`config.mk`:
```
export PLATFORM = sky130hd
export DESIGN_NAME = dic_top
export DESIGN_NICKNAME = d
export VERILOG_FILES = /design/src/include/dic_pkg.sv /design/src/verilog/dic_chan.sv /design/src/verilog/dic_top.sv
export SDC_FILE = /design/constraint.sdc
export NUM_CORES = 1
export LEC_CHECK = 0
export ABC_AREA = 1
export BUFFER_PORTS_ARGS = -buffer_cell sky130_fd_sc_hd__buf_4
export CORE_MARGIN = 2
export CORE_UTILIZATION = 40
export DETAILED_ROUTE_END_ITERATION = 12
export PLACE_DENSITY = 0.65
export SKIP_LAST_GASP = 1
export SLEW_MARGIN = 30
export SYNTH_ARGS = -nofsm -noshare
export SYNTH_HDL_FRONTEND = slang
export SYNTH_SLANG_ARGS = --single-unit
```
`constraint.sdc`:
```
create_clock -name CLK -period 2.9 [get_ports CLK]
set_input_delay 0.145 -clock CLK [delete_from_list [all_inputs] [get_ports CLK]]
set_output_delay 0.145 -clock CLK [all_outputs]
set_load 0.01 [all_outputs]
```
`src/include/dic_pkg.sv`:
```
package dic_pkg;
    // -------------------------------------------------------------------
    // Channel count and clocking
    // -------------------------------------------------------------------
    localparam int CH_N      = 16;
    localparam int CLK_HZ    = 40_000_000;
    localparam int MS_PER_S  = 1000;
    localparam int MS_CYCLES = CLK_HZ / MS_PER_S;
    localparam int TICK_W    = 16;

    // -------------------------------------------------------------------
    // Register map, byte addresses on a 32-bit word bus
    // -------------------------------------------------------------------
    localparam int          ADDR_W       = 8;
    localparam logic [7:0]  OFS_POL      = 8'h00;
    localparam logic [7:0]  OFS_NC       = 8'h04;
    localparam logic [7:0]  OFS_FILT     = 8'h08;
    localparam logic [7:0]  OFS_PERS     = 8'h0c;
    localparam logic [7:0]  OFS_IMAGE    = 8'h10;
    localparam logic [7:0]  OFS_RAW      = 8'h14;
    localparam logic [15:0] RST_POL      = 16'h0000;
    localparam logic [15:0] RST_NC       = 16'h0000;
    localparam logic [31:0] RST_FILT     = 32'h0000_0000;
    localparam logic [31:0] RST_PERS     = 32'h0000_0000;
    localparam logic [1:0]  RESP_OKAY    = 2'h0;
    localparam logic [1:0]  RESP_SLVERR  = 2'h2;

    // -------------------------------------------------------------------
    // Per-channel selector codes, two bits per channel
    // -------------------------------------------------------------------
    localparam logic [1:0] FSEL_3MS   = 2'h0;
    localparam logic [1:0] FSEL_10MS  = 2'h1;
    localparam logic [1:0] FSEL_20MS  = 2'h2;
    localparam logic [1:0] FSEL_OFF   = 2'h3;
    localparam logic [1:0] PSEL_OFF   = 2'h0;
    localparam logic [1:0] PSEL_15MS  = 2'h1;
    localparam logic [1:0] PSEL_50MS  = 2'h2;
    localparam logic [1:0] PSEL_100MS = 2'h3;

    // -------------------------------------------------------------------
    // Times in ms and their counts in ms ticks
    // -------------------------------------------------------------------
    // One extra tick makes each least time hold whatever the tick phase.
    localparam int          CNT_W      = 7;
    localparam logic [6:0]  FILT_3_MS  = 7'h03;
    localparam logic [6:0]  FILT_10_MS = 7'h0a;
    localparam logic [6:0]  FILT_20_MS = 7'h14;
    localparam logic [6:0]  PERS_15_MS = 7'h0f;
    localparam logic [6:0]  PERS_50_MS = 7'h32;
    localparam logic [6:0]  PERS_100_MS = 7'h64;
    localparam logic [6:0]  TICK_MARGIN = 7'h01;
endpackage

```
`src/verilog/dic_chan.sv`:
```
`timescale 1ns/1ps
`default_nettype none
module dic_chan
    import dic_pkg::*;
(
    input  wire logic       clk,      // Module clock.
    input  wire logic       rst_n,    // Asynchronous reset, active low.
    input  wire logic       tick,     // One-cycle ms tick.
    input  wire logic       pin,      // Synchronised pin level.
    input  wire logic       sink,     // 1 selects sinking polarity.
    input  wire logic       nc,       // 1 selects normally closed.
    input  wire logic [1:0] fsel,     // Filter time code.
    input  wire logic [1:0] psel,     // Persistence time code.
    output logic            img       // Conditioned value.
);
    // -------------------------------------------------------------------
    // Polarity, operating state, thresholds
    // -------------------------------------------------------------------
    wire       present = sink ? ~pin : pin;
    wire       act     = present ^ nc;
    wire [6:0] fthr    = (fsel == FSEL_10MS) ? FILT_10_MS + TICK_MARGIN :
                         (fsel == FSEL_20MS) ? FILT_20_MS + TICK_MARGIN :
                                               FILT_3_MS + TICK_MARGIN;
    wire [6:0] pthr    = (psel == PSEL_15MS) ? PERS_15_MS + TICK_MARGIN :
                         (psel == PSEL_50MS) ? PERS_50_MS + TICK_MARGIN :
                                               PERS_100_MS + TICK_MARGIN;
    wire       f_off   = (fsel == FSEL_OFF);
    wire       p_off   = (psel == PSEL_OFF);

    logic       filt_q, filt_d;
    logic [6:0] fcnt_q, fcnt_d;
    logic [6:0] hcnt_q, hcnt_d;
    logic       img_q;

    // -------------------------------------------------------------------
    // Duration filter, then persistence stretcher
    // -------------------------------------------------------------------
    always_comb begin
        filt_d = filt_q;
        fcnt_d = fcnt_q;
        if (f_off) begin
            filt_d = act;
            fcnt_d = 7'h00;
        end else if (act == filt_q) begin
            fcnt_d = 7'h00;
        end else if (tick) begin
            if (fcnt_q + 7'h01 >= fthr) begin
                filt_d = act;
                fcnt_d = 7'h00;
            end else begin
                fcnt_d = fcnt_q + 7'h01;
            end
        end
        hcnt_d = hcnt_q;
        if (p_off) begin
            hcnt_d = 7'h00;
        end else if (filt_d && !filt_q) begin
            hcnt_d = pthr;
        end else if (tick && hcnt_q != 7'h00) begin
            hcnt_d = hcnt_q - 7'h01;
        end
    end

    always_ff @(posedge clk or negedge rst_n) begin
        if (!rst_n) begin
            filt_q <= 1'b0;
            fcnt_q <= 7'h00;
            hcnt_q <= 7'h00;
            img_q  <= 1'b0;
        end else begin
            filt_q <= filt_d;
            fcnt_q <= fcnt_d;
            hcnt_q <= hcnt_d;
            img_q  <= filt_d | (hcnt_d != 7'h00);
        end
    end

    assign img = img_q;

    // -------------------------------------------------------------------
    // Checks
    // -------------------------------------------------------------------
    a_filter_off_pass: assert property (@(posedge clk) disable iff (!rst_n)
        f_off && p_off |=> img_q == $past(act))
        else $error("unfiltered channel does not follow its input");
    a_filter_no_early: assert property (@(posedge clk) disable iff (!rst_n)
        !f_off && !tick |=> filt_q == $past(filt_q))
        else $error("filtered value changed without a ms tick");
    a_persist_load: assert property (@(posedge clk) disable iff (!rst_n)
        !p_off && filt_d && !filt_q |=> hcnt_q == $past(pthr) && img_q)
        else $error("persistence not loaded on a rising value");
    a_persist_off: assert property (@(posedge clk) disable iff (!rst_n)
        p_off |=> hcnt_q == 7'h00 && img_q == $past(filt_d))
        else $error("stretching while persistence is off");
endmodule
`default_nettype wire

```
`src/verilog/dic_top.sv`:
```
// Operation
// - Sixteen channels, each with its own polarity, state, filter and persistence.
// - Sourcing polarity, the reset default, means active at positive supply.
// - Sinking polarity means active when the pin sits at zero volts.
// - Normally open reports signal present; normally closed reports signal absent.
// - Persistence 15, 50 or 100 ms holds a true value at least that long.
// - Persistence off, the default, reports true only while the signal is true.
// - Filter 3, 10 or 20 ms rejects shorter pulses and delays acceptance.
// - Filter off passes the signal with no minimum duration.
`timescale 1ns/1ps
`default_nettype none
module dic_top
    import dic_pkg::*;
#(
    parameter int MS_TICK_CYCLES = dic_pkg::MS_CYCLES  // Clock cycles per ms.
)(
    input  wire logic                      CLK,      // 40 MHz module clock.
    input  wire logic                      RST_N,    // Asynchronous reset, active low.
    input  wire logic [dic_pkg::CH_N-1:0]  IN_PINS,  // Raw terminal levels.
    output logic      [dic_pkg::CH_N-1:0]  IN_IMAGE, // Conditioned image to coupler.
    input  wire logic [dic_pkg::ADDR_W-1:0] AWADDR,  // Write address.
    input  wire logic                      AWVALID,  // Write address valid.
    output logic                           AWREADY,  // Write address ready.
    input  wire logic [31:0]               WDATA,    // Write data.
    input  wire logic [3:0]                WSTRB,    // Write byte enables.
    input  wire logic                      WVALID,   // Write data valid.
    output logic                           WREADY,   // Write data ready.
    output logic [1:0]                     BRESP,    // Write response.
    output logic                           BVALID,   // Write response valid.
    input  wire logic                      BREADY,   // Write response ready.
    input  wire logic [dic_pkg::ADDR_W-1:0] ARADDR,  // Read address.
    input  wire logic                      ARVALID,  // Read address valid.
    output logic                           ARREADY,  // Read address ready.
    output logic [31:0]                    RDATA,    // Read data.
    output logic [1:0]                     RRESP,    // Read response.
    output logic                           RVALID,   // Read data valid.
    input  wire logic                      RREADY    // Read data ready.
);
    // -------------------------------------------------------------------
    // Pin synchroniser and ms tick
    // -------------------------------------------------------------------
    logic [CH_N-1:0]   pin_m_q, pin_s_q;
    logic [TICK_W-1:0] tcnt_q;
    logic              tick_q;
    wire               tcnt_end = (tcnt_q == TICK_W'(MS_TICK_CYCLES - 1));

    always_ff @(posedge CLK or negedge RST_N) begin
        if (!RST_N) begin
            pin_m_q <= '0;
            pin_s_q <= '0;
        end else begin
            pin_m_q <= IN_PINS;
            pin_s_q <= pin_m_q;
        end
    end

    // Every channel shares this one tick, so all timers run in step.
    always_ff @(posedge CLK or negedge RST_N) begin
        if (!RST_N) begin
            tcnt_q <= '0;
            tick_q <= 1'b0;
        end else begin
            tcnt_q <= tcnt_end ? '0 : tcnt_q + TICK_W'(1);
            tick_q <= tcnt_end;
        end
    end

    // -------------------------------------------------------------------
    // Configuration registers
    // -------------------------------------------------------------------
    logic [CH_N-1:0]   pol_q, nc_q;
    logic [2*CH_N-1:0] filt_q, pers_q;
    logic [CH_N-1:0]   img_w;
    logic [CH_N-1:0]   img_q;

    // -------------------------------------------------------------------
    // Write channel
    // -------------------------------------------------------------------
    logic [ADDR_W-1:0] awaddr_q;
    logic [31:0]       wdata_q;
    logic [3:0]        wstrb_q;
    logic              aw_have_q, w_have_q, bvalid_q, awready_q, wready_q;
    logic [1:0]        bresp_q;

    wire aw_take   = AWVALID && awready_q;
    wire w_take    = WVALID && wready_q;
    wire aw_have_d = aw_have_q || aw_take;
    wire w_have_d  = w_have_q || w_take;
    wire [ADDR_W-1:0] wa    = aw_take ? AWADDR : awaddr_q;
    wire [31:0]       wd    = w_take ? WDATA : wdata_q;
    wire [3:0]        ws    = w_take ? WSTRB : wstrb_q;
    wire              do_wr = aw_have_d && w_have_d && !bvalid_q;
    wire              wr_ok = (wa == OFS_POL) || (wa == OFS_NC) ||
                              (wa == OFS_FILT) || (wa == OFS_PERS);
    wire [31:0]       wmask = {{8{ws[3]}}, {8{ws[2]}}, {8{ws[1]}}, {8{ws[0]}}};
    wire              bvalid_d = do_wr || (bvalid_q && !BREADY);

    function automatic logic [31:0] merge(input logic [31:0] old, input logic [31:0] nw,
                                          input logic [31:0] m);
        merge = (old & ~m) | (nw & m);
    endfunction

    // The narrow registers are widened for the merge and cut back to 16 bits on store.
    wire [31:0]       pol_wr = merge({16'h0000, pol_q}, wd, wmask);
    wire [31:0]       nc_wr  = merge({16'h0000, nc_q}, wd, wmask);

    always_ff @(posedge CLK or negedge RST_N) begin
        if (!RST_N) begin
            awaddr_q  <= '0;
            wdata_q   <= '0;
            wstrb_q   <= '0;
            aw_have_q <= 1'b0;
            w_have_q  <= 1'b0;
            awready_q <= 1'b0;
            wready_q  <= 1'b0;
            bvalid_q  <= 1'b0;
            bresp_q   <= RESP_OKAY;
        end else begin
            if (aw_take) awaddr_q <= AWADDR;
            if (w_take) begin
                wdata_q <= WDATA;
                wstrb_q <= WSTRB;
            end
            aw_have_q <= aw_have_d && !do_wr;
            w_have_q  <= w_have_d && !do_wr;
            awready_q <= !(aw_have_d && !do_wr) && !bvalid_d;
            wready_q  <= !(w_have_d && !do_wr) && !bvalid_d;
            bvalid_q  <= bvalid_d;
            if (do_wr) bresp_q <= wr_ok ? RESP_OKAY : RESP_SLVERR;
        end
    end

    // Each channel owns its own bits, so a write never disturbs a neighbour.
    always_ff @(posedge CLK or negedge RST_N) begin
        if (!RST_N) begin
            pol_q  <= RST_POL;
            nc_q   <= RST_NC;
            filt_q <= RST_FILT;
            pers_q <= RST_PERS;
        end else if (do_wr) begin
            if (wa == OFS_POL)  pol_q  <= pol_wr[15:0];
            if (wa == OFS_NC)   nc_q   <= nc_wr[15:0];
            if (wa == OFS_FILT) filt_q <= merge(filt_q, wd, wmask);
            if (wa == OFS_PERS) pers_q <= merge(pers_q, wd, wmask);
        end
    end

    // -------------------------------------------------------------------
    // Read channel
    // -------------------------------------------------------------------
    logic        rvalid_q, arready_q;
    logic [31:0] rdata_q;
    logic [1:0]  rresp_q;

    wire ar_take = ARVALID && arready_q;
    wire rd_ok   = (ARADDR == OFS_POL) || (ARADDR == OFS_NC) || (ARADDR == OFS_FILT) ||
                   (ARADDR == OFS_PERS) || (ARADDR == OFS_IMAGE) || (ARADDR == OFS_RAW);
    wire [31:0] rd_mux =
        (ARADDR == OFS_POL)   ? {16'h0000, pol_q} :
        (ARADDR == OFS_NC)    ? {16'h0000, nc_q} :
        (ARADDR == OFS_FILT)  ? filt_q :
        (ARADDR == OFS_PERS)  ? pers_q :
        (ARADDR == OFS_IMAGE) ? {16'h0000, img_q} :
        (ARADDR == OFS_RAW)   ? {16'h0000, pin_s_q} : 32'h0000_0000;
    wire rvalid_d = ar_take || (rvalid_q && !RREADY);

    always_ff @(posedge CLK or negedge RST_N) begin
        if (!RST_N) begin
            rvalid_q  <= 1'b0;
            arready_q <= 1'b0;
            rdata_q   <= '0;
            rresp_q   <= RESP_OKAY;
        end else begin
            rvalid_q  <= rvalid_d;
            arready_q <= !rvalid_d;
            if (ar_take) begin
                rdata_q <= rd_mux;
                rresp_q <= rd_ok ? RESP_OKAY : RESP_SLVERR;
            end
        end
    end

    // -------------------------------------------------------------------
    // Channels
    // -------------------------------------------------------------------
    for (genvar i = 0; i < CH_N; i++) begin : g_ch
        dic_chan u_ch (
            .clk   (CLK),
            .rst_n (RST_N),
            .tick  (tick_q),
            .pin   (pin_s_q[i]),
            .sink  (pol_q[i]),
            .nc    (nc_q[i]),
            .fsel  (filt_q[2*i +: 2]),
            .psel  (pers_q[2*i +: 2]),
            .img   (img_w[i])
        );
    end

    // The channel outputs are flops already; this copy is the image register.
    always_ff @(posedge CLK or negedge RST_N) begin
        if (!RST_N) img_q <= '0;
        else        img_q <= img_w;
    end

    assign IN_IMAGE = img_q;
    assign AWREADY  = awready_q;
    assign WREADY   = wready_q;
    assign BVALID   = bvalid_q;
    assign BRESP    = bresp_q;
    assign ARREADY  = arready_q;
    assign RVALID   = rvalid_q;
    assign RDATA    = rdata_q;
    assign RRESP    = rresp_q;

    // -------------------------------------------------------------------
    // Checks
    // -------------------------------------------------------------------
    a_tick_single: assert property (@(posedge CLK) disable iff (!RST_N)
        tick_q |=> !tick_q || MS_TICK_CYCLES == 1)
        else $error("ms tick lasted longer than one cycle");
    a_cfg_write: assert property (@(posedge CLK) disable iff (!RST_N)
        do_wr && wa == OFS_POL && ws == 4'hf |=> pol_q == $past(wd[15:0]) && nc_q == $past(nc_q))
        else $error("polarity write lost or spilled into another register");
    a_bresp_hold: assert property (@(posedge CLK) disable iff (!RST_N)
        BVALID && !BREADY |=> BVALID && $stable(BRESP))
        else $error("write response dropped before it was taken");
    a_rdata_hold: assert property (@(posedge CLK) disable iff (!RST_N)
        RVALID && !RREADY |=> RVALID && $stable(RDATA))
        else $error("read data changed before it was taken");
endmodule
`default_nettype wire
```
==> results of run 1 <==
-- through the flow --
| stage | setup slack, ps | setup TNS [ps] | power [uW] |
|---|---|---|---|
| after floorplan | 516 | 0 | 13200 |
| after global placement | 142 | 0 | 15000 |
| after detailed placement | 119 | 0 | 15100 |
| after CTS | 75.7 | 0 | 22700 |
| after global routing | -74.1 | -120 | 24200 |
| final | 230 | 0 | 22600 |
-- per-layer routing --
layer	vias up	wire length, um
li1	12400	-
met1	11200	32900
met2	359	32900
met3	100	3250
met4	4	1340
met5	-	25
-- worst max path at each step --
stage	startpoint	endpoint	cells after the start
floorplan	g_ch[0].u_ch.fcnt_q[0]	g_ch[0].u_ch.img	17
global placement	g_ch[10].u_ch.fcnt_q[0]	g_ch[10].u_ch.img	17
detailed placement	g_ch[10].u_ch.fcnt_q[0]	g_ch[10].u_ch.img	17
CTS	g_ch[10].u_ch.fcnt_q[0]	g_ch[10].u_ch.img	17
global route	g_ch[10].u_ch.fcnt_q[0]	g_ch[10].u_ch.img	17
finish	g_ch[4].u_ch.fcnt_q[0]	g_ch[4].u_ch.img	20
-- critical path, stage by stage (launching register included) --
cell     delay (ps)
dfrtp_2         440
ha_2            220
nand2_1          90
inv_1            50
nand2_1          50
nand2_1          50
o21ai_1         100
inv_1            70
ha_1            290
nand2_1          80
nand2_1          50
inv_1            60
nand2_1          60
nor2_2          100
nand4_1         240
nand3_4         200
nand2_1          70
nand3_1         100
nand2_1          60
nor2_1          100
nand2_1          70
-- what timing repair did --
action | CTS | global route
resized for setup | 0 | 43
buffers inserted | 0 | 3
endpoints found under the setup margin | 0 | 44
hold buffers | 68 | 0
endpoints found under the hold margin | 366 | 0
-- cells in the final DEF, fill, tap and decap left out, types with 3 or more instances in the layout --
master and count:
dfrtp_1 500, clkbuf_8 12, mux2i_1 3, nand3_2 17
nor2_4 6, bufinv_16 6, nor4_4 5, or3_4 3
xnor2_1 40, clkbuf_16 55, nand2_1 1093, nor2_2 3
nand3_1 203, and2_1 52, clkbuf_1 12, or3_1 3
buf_4 152, nand2_2 13, o21ai_0 242, o31ai_1 3
clkinv_1 7, nor3_1 13, nor2_1 321, buf_12 10
inv_1 666, nand4_1 53, dlygate4sd3_1 68, clkinv_2 11
ha_1 224, o22ai_1 29, nand3_4 9, xor2_1 109
o21ai_2 46, o21ai_1 5, a21oi_1 83
-- power by group through the flow --
stage	registers (uW)	logic [uW]	clock network [uW]
3_5_place_dp	8850	6280	0
4_1_cts	8730	6440	7490
3_3_place_gp	8840	6150	0
6_report	8730	6560	7300
2_1_floorplan	8700	4480	0
5_1_grt	8850	7560	7770
-- logic make-up (layout without fill, tap and decap cells) --
family | count (synthesis) | in the layout
xor+xnor | 149 | 149
other cells | 1 | 3
mux | 3 | 3
simple gates | 1801 | 1801
flops | 502 | 502
compound gates | 417 | 417
buf+inv | 718 | 1007
fa+ha+maj | 225 | 225
-- area by class of cell --
cell class / instances / area (um2)
fillers: 7087 / 38300
multi-input cells: 2597 / 14300
flip-flops and latches: 502 / 12600
inverters: 676 / 2540
repair buffers: 231 / 2040
clock buffers: 79 / 1590
well taps: 959 / 1200
clock inverters: 21 / 300
diodes: 1 / 2.50
==> reports/qor.csv, run 1 <==
stage,metric,value,unit
status,status,"complete, no violations",
power_and_ir_drop,part of the power in registers,38.6,%
hold_path,min-delay src,AWVALID,
place,number of port buffers,129,
hold_path,type of the worst min-delay path,in2reg,
routing,DRC viols,0,
place,cell area after placement,0.0317,mm2
clock_network,CTS sink cnt,502,
global_route,number of global-route vias before repair,23200,
routing,DR vias,24000,
logic_synthesis,asr flop ratio synth,100,%
logic_synthesis,post-synthesis compound-gate area fraction,7.95,%
timing,RSZ-0062 raised after global routing,yes,
place,placed instance count,4894,
timing,Tightest Pin Transition,809,ps
logic_synthesis,"area leader, netlist",dfrtp_1,
routing,DRT iter0 DRCs,1495,
timing,"Hold Vio Cnt, Final",0,
clock_network,Clock transition at path regs,60,ps
routing,Routed WL,70400,um
logic_synthesis,largest family of logic cells by synthesized area,simple AND/OR/NAND/NOR gates,
logic_synthesis,Post-synth EDFFs,0,
timing,Final Setup Violations,0,
setup_path,startpoint types,flop,
timing,Max Fclk,375,MHz
logic_synthesis,"top cells by count, synth","nand2_1 (1094), inv_1 (666), dfrtp_1 (502)",
hold_path,WHS Endpoint,awaddr_q[2],
logic_synthesis,syn_area_per_cell,7.70,um2
routing,routed len/inst,13.9,um
floorplanning,I/O Pins,132,
global_route,grt ovf,0,
timing,relative slew slack,46.0,%
logic_synthesis,Seq cells post-synth,502,
setup_path,Register-to-Register Setup Slack,230,ps
job,max_cap viols,0,
final_layout,area grow syn2layout,17.4,%
floorplanning,initial core utilization,40.3,%
global_route,largest net degree at the start of global routing,66,
global_route,M3 GR Usage,2.78,%
setup_path,CP arrival,3180,ps
power_and_ir_drop,Worst VDD drop,0.448,mV
global_route,GRT busiest layer,met2,
place,dpl hpwl,51300,um
setup_path,Crit Reg-Reg Startpoint,g_ch[4].u_ch.fcnt_q[0],
logic_synthesis,cell count after synthesis,3816,
logic_synthesis,top-count cell post-synth,nand2_1,
global_route,gr usage total,19.0,%
power_and_ir_drop,leak pwr,0.0190,uW
final_layout,Layout Utilization,47.4,%
routing,Antenna Nets Post-Route,0,
global_route,GR Util met2,32.1,%
global_route,first-pass GRT wire length,116000,um
logic_synthesis,Synth warnings,0,
logic_synthesis,Syn Std Cell Area,0.0294,mm2
power_and_ir_drop,combinational share of power,29.0,%
setup_path,CP endpoint kind,flop,
timing,Hold Slack,46.7,ps
clock_network,worst-skew pair later-pin latency,630,ps
final_layout,share of cells above drive strength 1,8.94,%
logic_synthesis,Post-synth top flop,dfrtp_1,
power_and_ir_drop,clock network power share,32.3,%
setup_path,FF-to-FF End,g_ch[4].u_ch.img,
clock_network,TritonCTS buffer count,55,
logic_synthesis,Synth Area in Adders,9.58,%
logic_synthesis,Synth Area in XOR/XNOR,4.44,%
setup_path,CP max FO,8,
power_and_ir_drop,Cell Pwr Density,655,mW/mm2
final_layout,design area,0.0345,mm2
global_route,met1 usage,25.6,%
timing,skew final,25.5,ps
hold_path,worst hold path depth,5,
setup_path,CP required,3410,ps
setup_path,crit path kind,reg2reg,
logic_synthesis,synth top area cells,"dfrtp_1 (43%), nand2_1 (14%), ha_1 (9.6%)",
power_and_ir_drop,Net Sw Frac,34.8,%
logic_synthesis,post-synth top area share,42.8,%
floorplanning,core box area,0.0728,mm2
setup_path,FF-to-FF path depth,20,
floorplanning,Die Width,275,um
routing,Vias/cell,4.74,
timing,Slew Limit Fails,0,
global_route,initial antenna violation count,2,
clock_network,H-Tree Depth,2,
timing,fin crit period,2670,ps
logic_synthesis,mux share of post-synthesis cell area,0.102,%
power_and_ir_drop,internal power,14700,uW
logic_synthesis,distinct cell type count after synthesis,45,
clock_network,clk root buf,clkbuf_16,
final_layout,Finished Layout Cells,5066,
floorplanning,Die Ht,275,um
clock_network,TritonCTS clock tree,done,
routing,TritonRoute pass-1 iters,5,
logic_synthesis,sequential cell area fraction in the yosys report,42.8,%
logic_synthesis,Simple-Gate Fraction of Synth Area,25.6,%
clock_network,Clock Tree Buf Depth,3,
final_layout,# nets final,4363,
power_and_ir_drop,sw power,7860,uW
floorplanning,row count,99,
timing,period utilisation layout,92.1,%
place,RD Place Congestion,0.875,
floorplanning,DIE AREA,0.0756,mm2
Note: power is estimated with default switching activity, not from simulation.
==> run 2: changes to the inputs <==
Settings changed: SYNTH_HIERARCHICAL set to 1.
==> run 2 against run 1 <==
Combinational power shrank 24%. Sequential share of layout area shrank 1.8 points. Highest routed layer unchanged. Count of clock-buffer cells in the layout grew 4. Register-to-register slack gained 180 ps. Clock skew grew 2.0 ps. Area after synthesis grew 6.3%. Maximum frequency grew 7.2%. Die area grew 6.3%. Flip-flop and latch count is the same. Non-clock buffer count grew 5. Hold slack lost 8.8 ps.
==> reports/qor.csv, run 2 <==
stage,metric,value,unit
routing,Routed WL,76700,um
logic_synthesis,cell count after synthesis,4064,
routing,routed len/inst,14.3,um
place,RD Place Congestion,0.850,
floorplanning,core box area,0.0773,mm2
floorplanning,DIE AREA,0.0804,mm2
logic_synthesis,asr flop ratio synth,100,%
final_layout,share of cells above drive strength 1,13.9,%
logic_synthesis,"area leader, netlist",dfrtp_1,
timing,Fin Setup TNS,0,ps
timing,RSZ-0062 raised after global routing,no,
logic_synthesis,Seq cells post-synth,502,
logic_synthesis,"top cells by count, synth","nand2_1 (1219), inv_1 (653), dfrtp_1 (502)",
routing,DR vias,25800,
timing,Final Setup Violations,0,
timing,Max Fclk,401,MHz
final_layout,fill cell count,7639,
timing,Slew Limit Fails,0,
logic_synthesis,top-count cell post-synth,nand2_1,
setup_path,startpoint types,flop,
timing,relative slew slack,40.2,%
routing,DRT iter0 DRCs,1744,
routing,TritonRoute pass-1 iters,5,
clock_network,CTS sink cnt,502,
floorplanning,Die Width,283,um
logic_synthesis,sequential cell area fraction in the yosys report,40.2,%
clock_network,Clock transition at path regs,60,ps
setup_path,CP max FO,7,
setup_path,buffers and inverters on the worst path,0,
power_and_ir_drop,Worst VDD drop,0.511,mV
setup_path,FF-to-FF path depth,15,
power_and_ir_drop,leak pwr,0.0210,uW
power_and_ir_drop,Cell Pwr Density,565,mW/mm2
routing,Antenna Nets Post-Route,0,
setup_path,"slowest stage cell, crit path",dfrtp_1,
setup_path,crit path kind,reg2reg,
global_route,initial antenna violation count,3,
final_layout,most frequent cells in the layout,"nand2_1 (1218), inv_1 (653), dfrtp_1 (501), nand3_1 (304), ha_1 (225)",
global_route,gr usage total,19.3,%
timing,Hold Slack,37.9,ps
clock_network,postcts setup bufs,0,
setup_path,Levels on crit path,15,
clock_network,TritonCTS buffer count,58,
setup_path,CP endpoint kind,flop,
job,max_cap viols,0,
final_layout,"commonest non-fill, non-tap cell in the layout",nand2_1,
final_layout,area grow syn2layout,16.2,%
final_layout,Antenna diodes,0,
logic_synthesis,distinct cell type count after synthesis,36,
setup_path,worst stage delay on the critical path,430,ps
timing,Tightest Pin Transition,898,ps
global_route,number of global-route vias before repair,25000,
setup_path,"Critical Path, Cell by Cell","ha_1, nand2_2, nor2_1, xor2_1, ha_1, nand2_1, nand3_1, a21oi_2, nand3_4, nand4_1, nand2_1, nand2_1, nand2_1, nor2_1, nand2_1",
clock_network,H-Tree Depth,2,
logic_synthesis,Synth warnings,6,
routing,Vias/cell,4.78,
logic_synthesis,synth top area cells,"dfrtp_1 (40%), nand2_1 (15%), ha_1 (9.0%)",
hold_path,type of the worst min-delay path,in2async,
place,number of port buffers,129,
logic_synthesis,Post-synth EDFFs,0,
clock_network,Clock Tree Buf Depth,3,
timing,period utilisation layout,85.9,%
floorplanning,initial core utilization,40.4,%
place,dpl hpwl,55900,um
floorplanning,Die Ht,283,um
clock_network,worst-skew pair later-pin latency,640,ps
setup_path,CP required,3400,ps
logic_synthesis,syn_area_per_cell,7.69,um2
routing,DRC viols,0,
power_and_ir_drop,total power,20500,uW
timing,fin crit period,2490,ps
logic_synthesis,Syn Std Cell Area,0.0312,mm2
setup_path,"Top cell by count, worst path",nand2_1,
floorplanning,I/O Pins,132,
setup_path,Top delay family on crit path,simple AND/OR/NAND/NOR gates,
clock_network,TritonCTS clock tree,done,
timing,skew final,27.5,ps
setup_path,CP arrival,2990,ps
timing,"Hold Vio Cnt, Final",0,
global_route,grt ovf,0,
logic_synthesis,Post-synth top flop,dfrtp_1,
global_route,first-pass GRT wire length,127000,um
status,status,"complete, no violations",
logic_synthesis,post-synth top area share,40.2,%
floorplanning,row count,102,
global_route,largest net degree at the start of global routing,92,
clock_network,clk root buf,clkbuf_16,
final_layout,# nets final,4601,
[run 2: cell types whose count changed after synthesis, sizes merged, moves of 37 or more]
| cell | delta |
|---|---|
| and2 | -51 |
| inv | +37 |
| nand2 | +211 |
| nand3 | +124 |
| nand4 | +114 |
| o21ai | -171 |
| xor2 | +44 |
[run 2: area by class of cell]
type / instances / area, um2 / share of cell area, %
flip-flops and latches: 502 / 12600 / 34.6
multi-input cells: 2798 / 15800 / 43.4
inverters: 705 / 2690 / 7.40
well taps: 1040 / 1300 / 3.58
repair buffers: 236 / 2080 / 5.73
clock buffers: 83 / 1720 / 4.73
clock inverters: 19 / 194 / 0.534
[run 2: path summary, 6_finish.rpt]
path	slack [ps]	from	endpoint
worst max-delay path	410	g_ch[9].u_ch/fcnt_q[0]	g_ch[9].u_ch/img
worst min-delay path	40	RST_N	g_ch[3].u_ch/hcnt_q[4]
worst max register to register	410	g_ch[9].u_ch/fcnt_q[0]	g_ch[9].u_ch/img
worst min register to register	340	g_ch[7].u_ch/img	IN_IMAGE[7]
max in group asynchronous	1920	RST_N	pin_m_q[10]
min in group CLK	60	AWVALID	awaddr_q[7]
[run 2: where the power goes]
part / total, uW / leakage (uW) / internal, uW / switching, uW
clock: 7340 / 0.000949 / 4350 / 2990
sequential: 8160 / 0.00683 / 7640 / 522
combinational: 5010 / 0.0133 / 1490 / 3520
total: 20500 / 0.0210 / 13500 / 7030
[run 2: layer usage]
layer	track usage [%]	wire length, um
met2	31.5	34700
met3	3.39	4230
met5	0	24
met4	5.83	2130
met1	26.0	35600
[run 2: per-stage QoR]
stage	util [%]	std cells	setup WS, ps	instance area [um2]
2_1_floorplan	-	4065	178	31200
3_3_place_gp	43.6	5215	422	33700
3_5_place_dp	43.6	5215	430	33700
4_1_cts	47.0	5383	396	36300
5_1_grt	47.0	5383	120	36300
6_report	47.0	5383	408	36300
[run 2: timing repair]
| action | CTS | global route |
|---|---|---|
| resized for setup | 0 | 0 |
| hold endpoints to repair | 440 | 0 |
| hold buffers | 66 | 0 |
[run 2: kinds of logic after synthesis]
logic type,after synthesis,synth area share (%)
fa+ha+maj,225,9.01
other cells,1,0.0120
simple gates,2201,33.0
compound gates,201,3.61
buf+inv,765,9.46
xor+xnor,169,4.74
flops,502,40.2
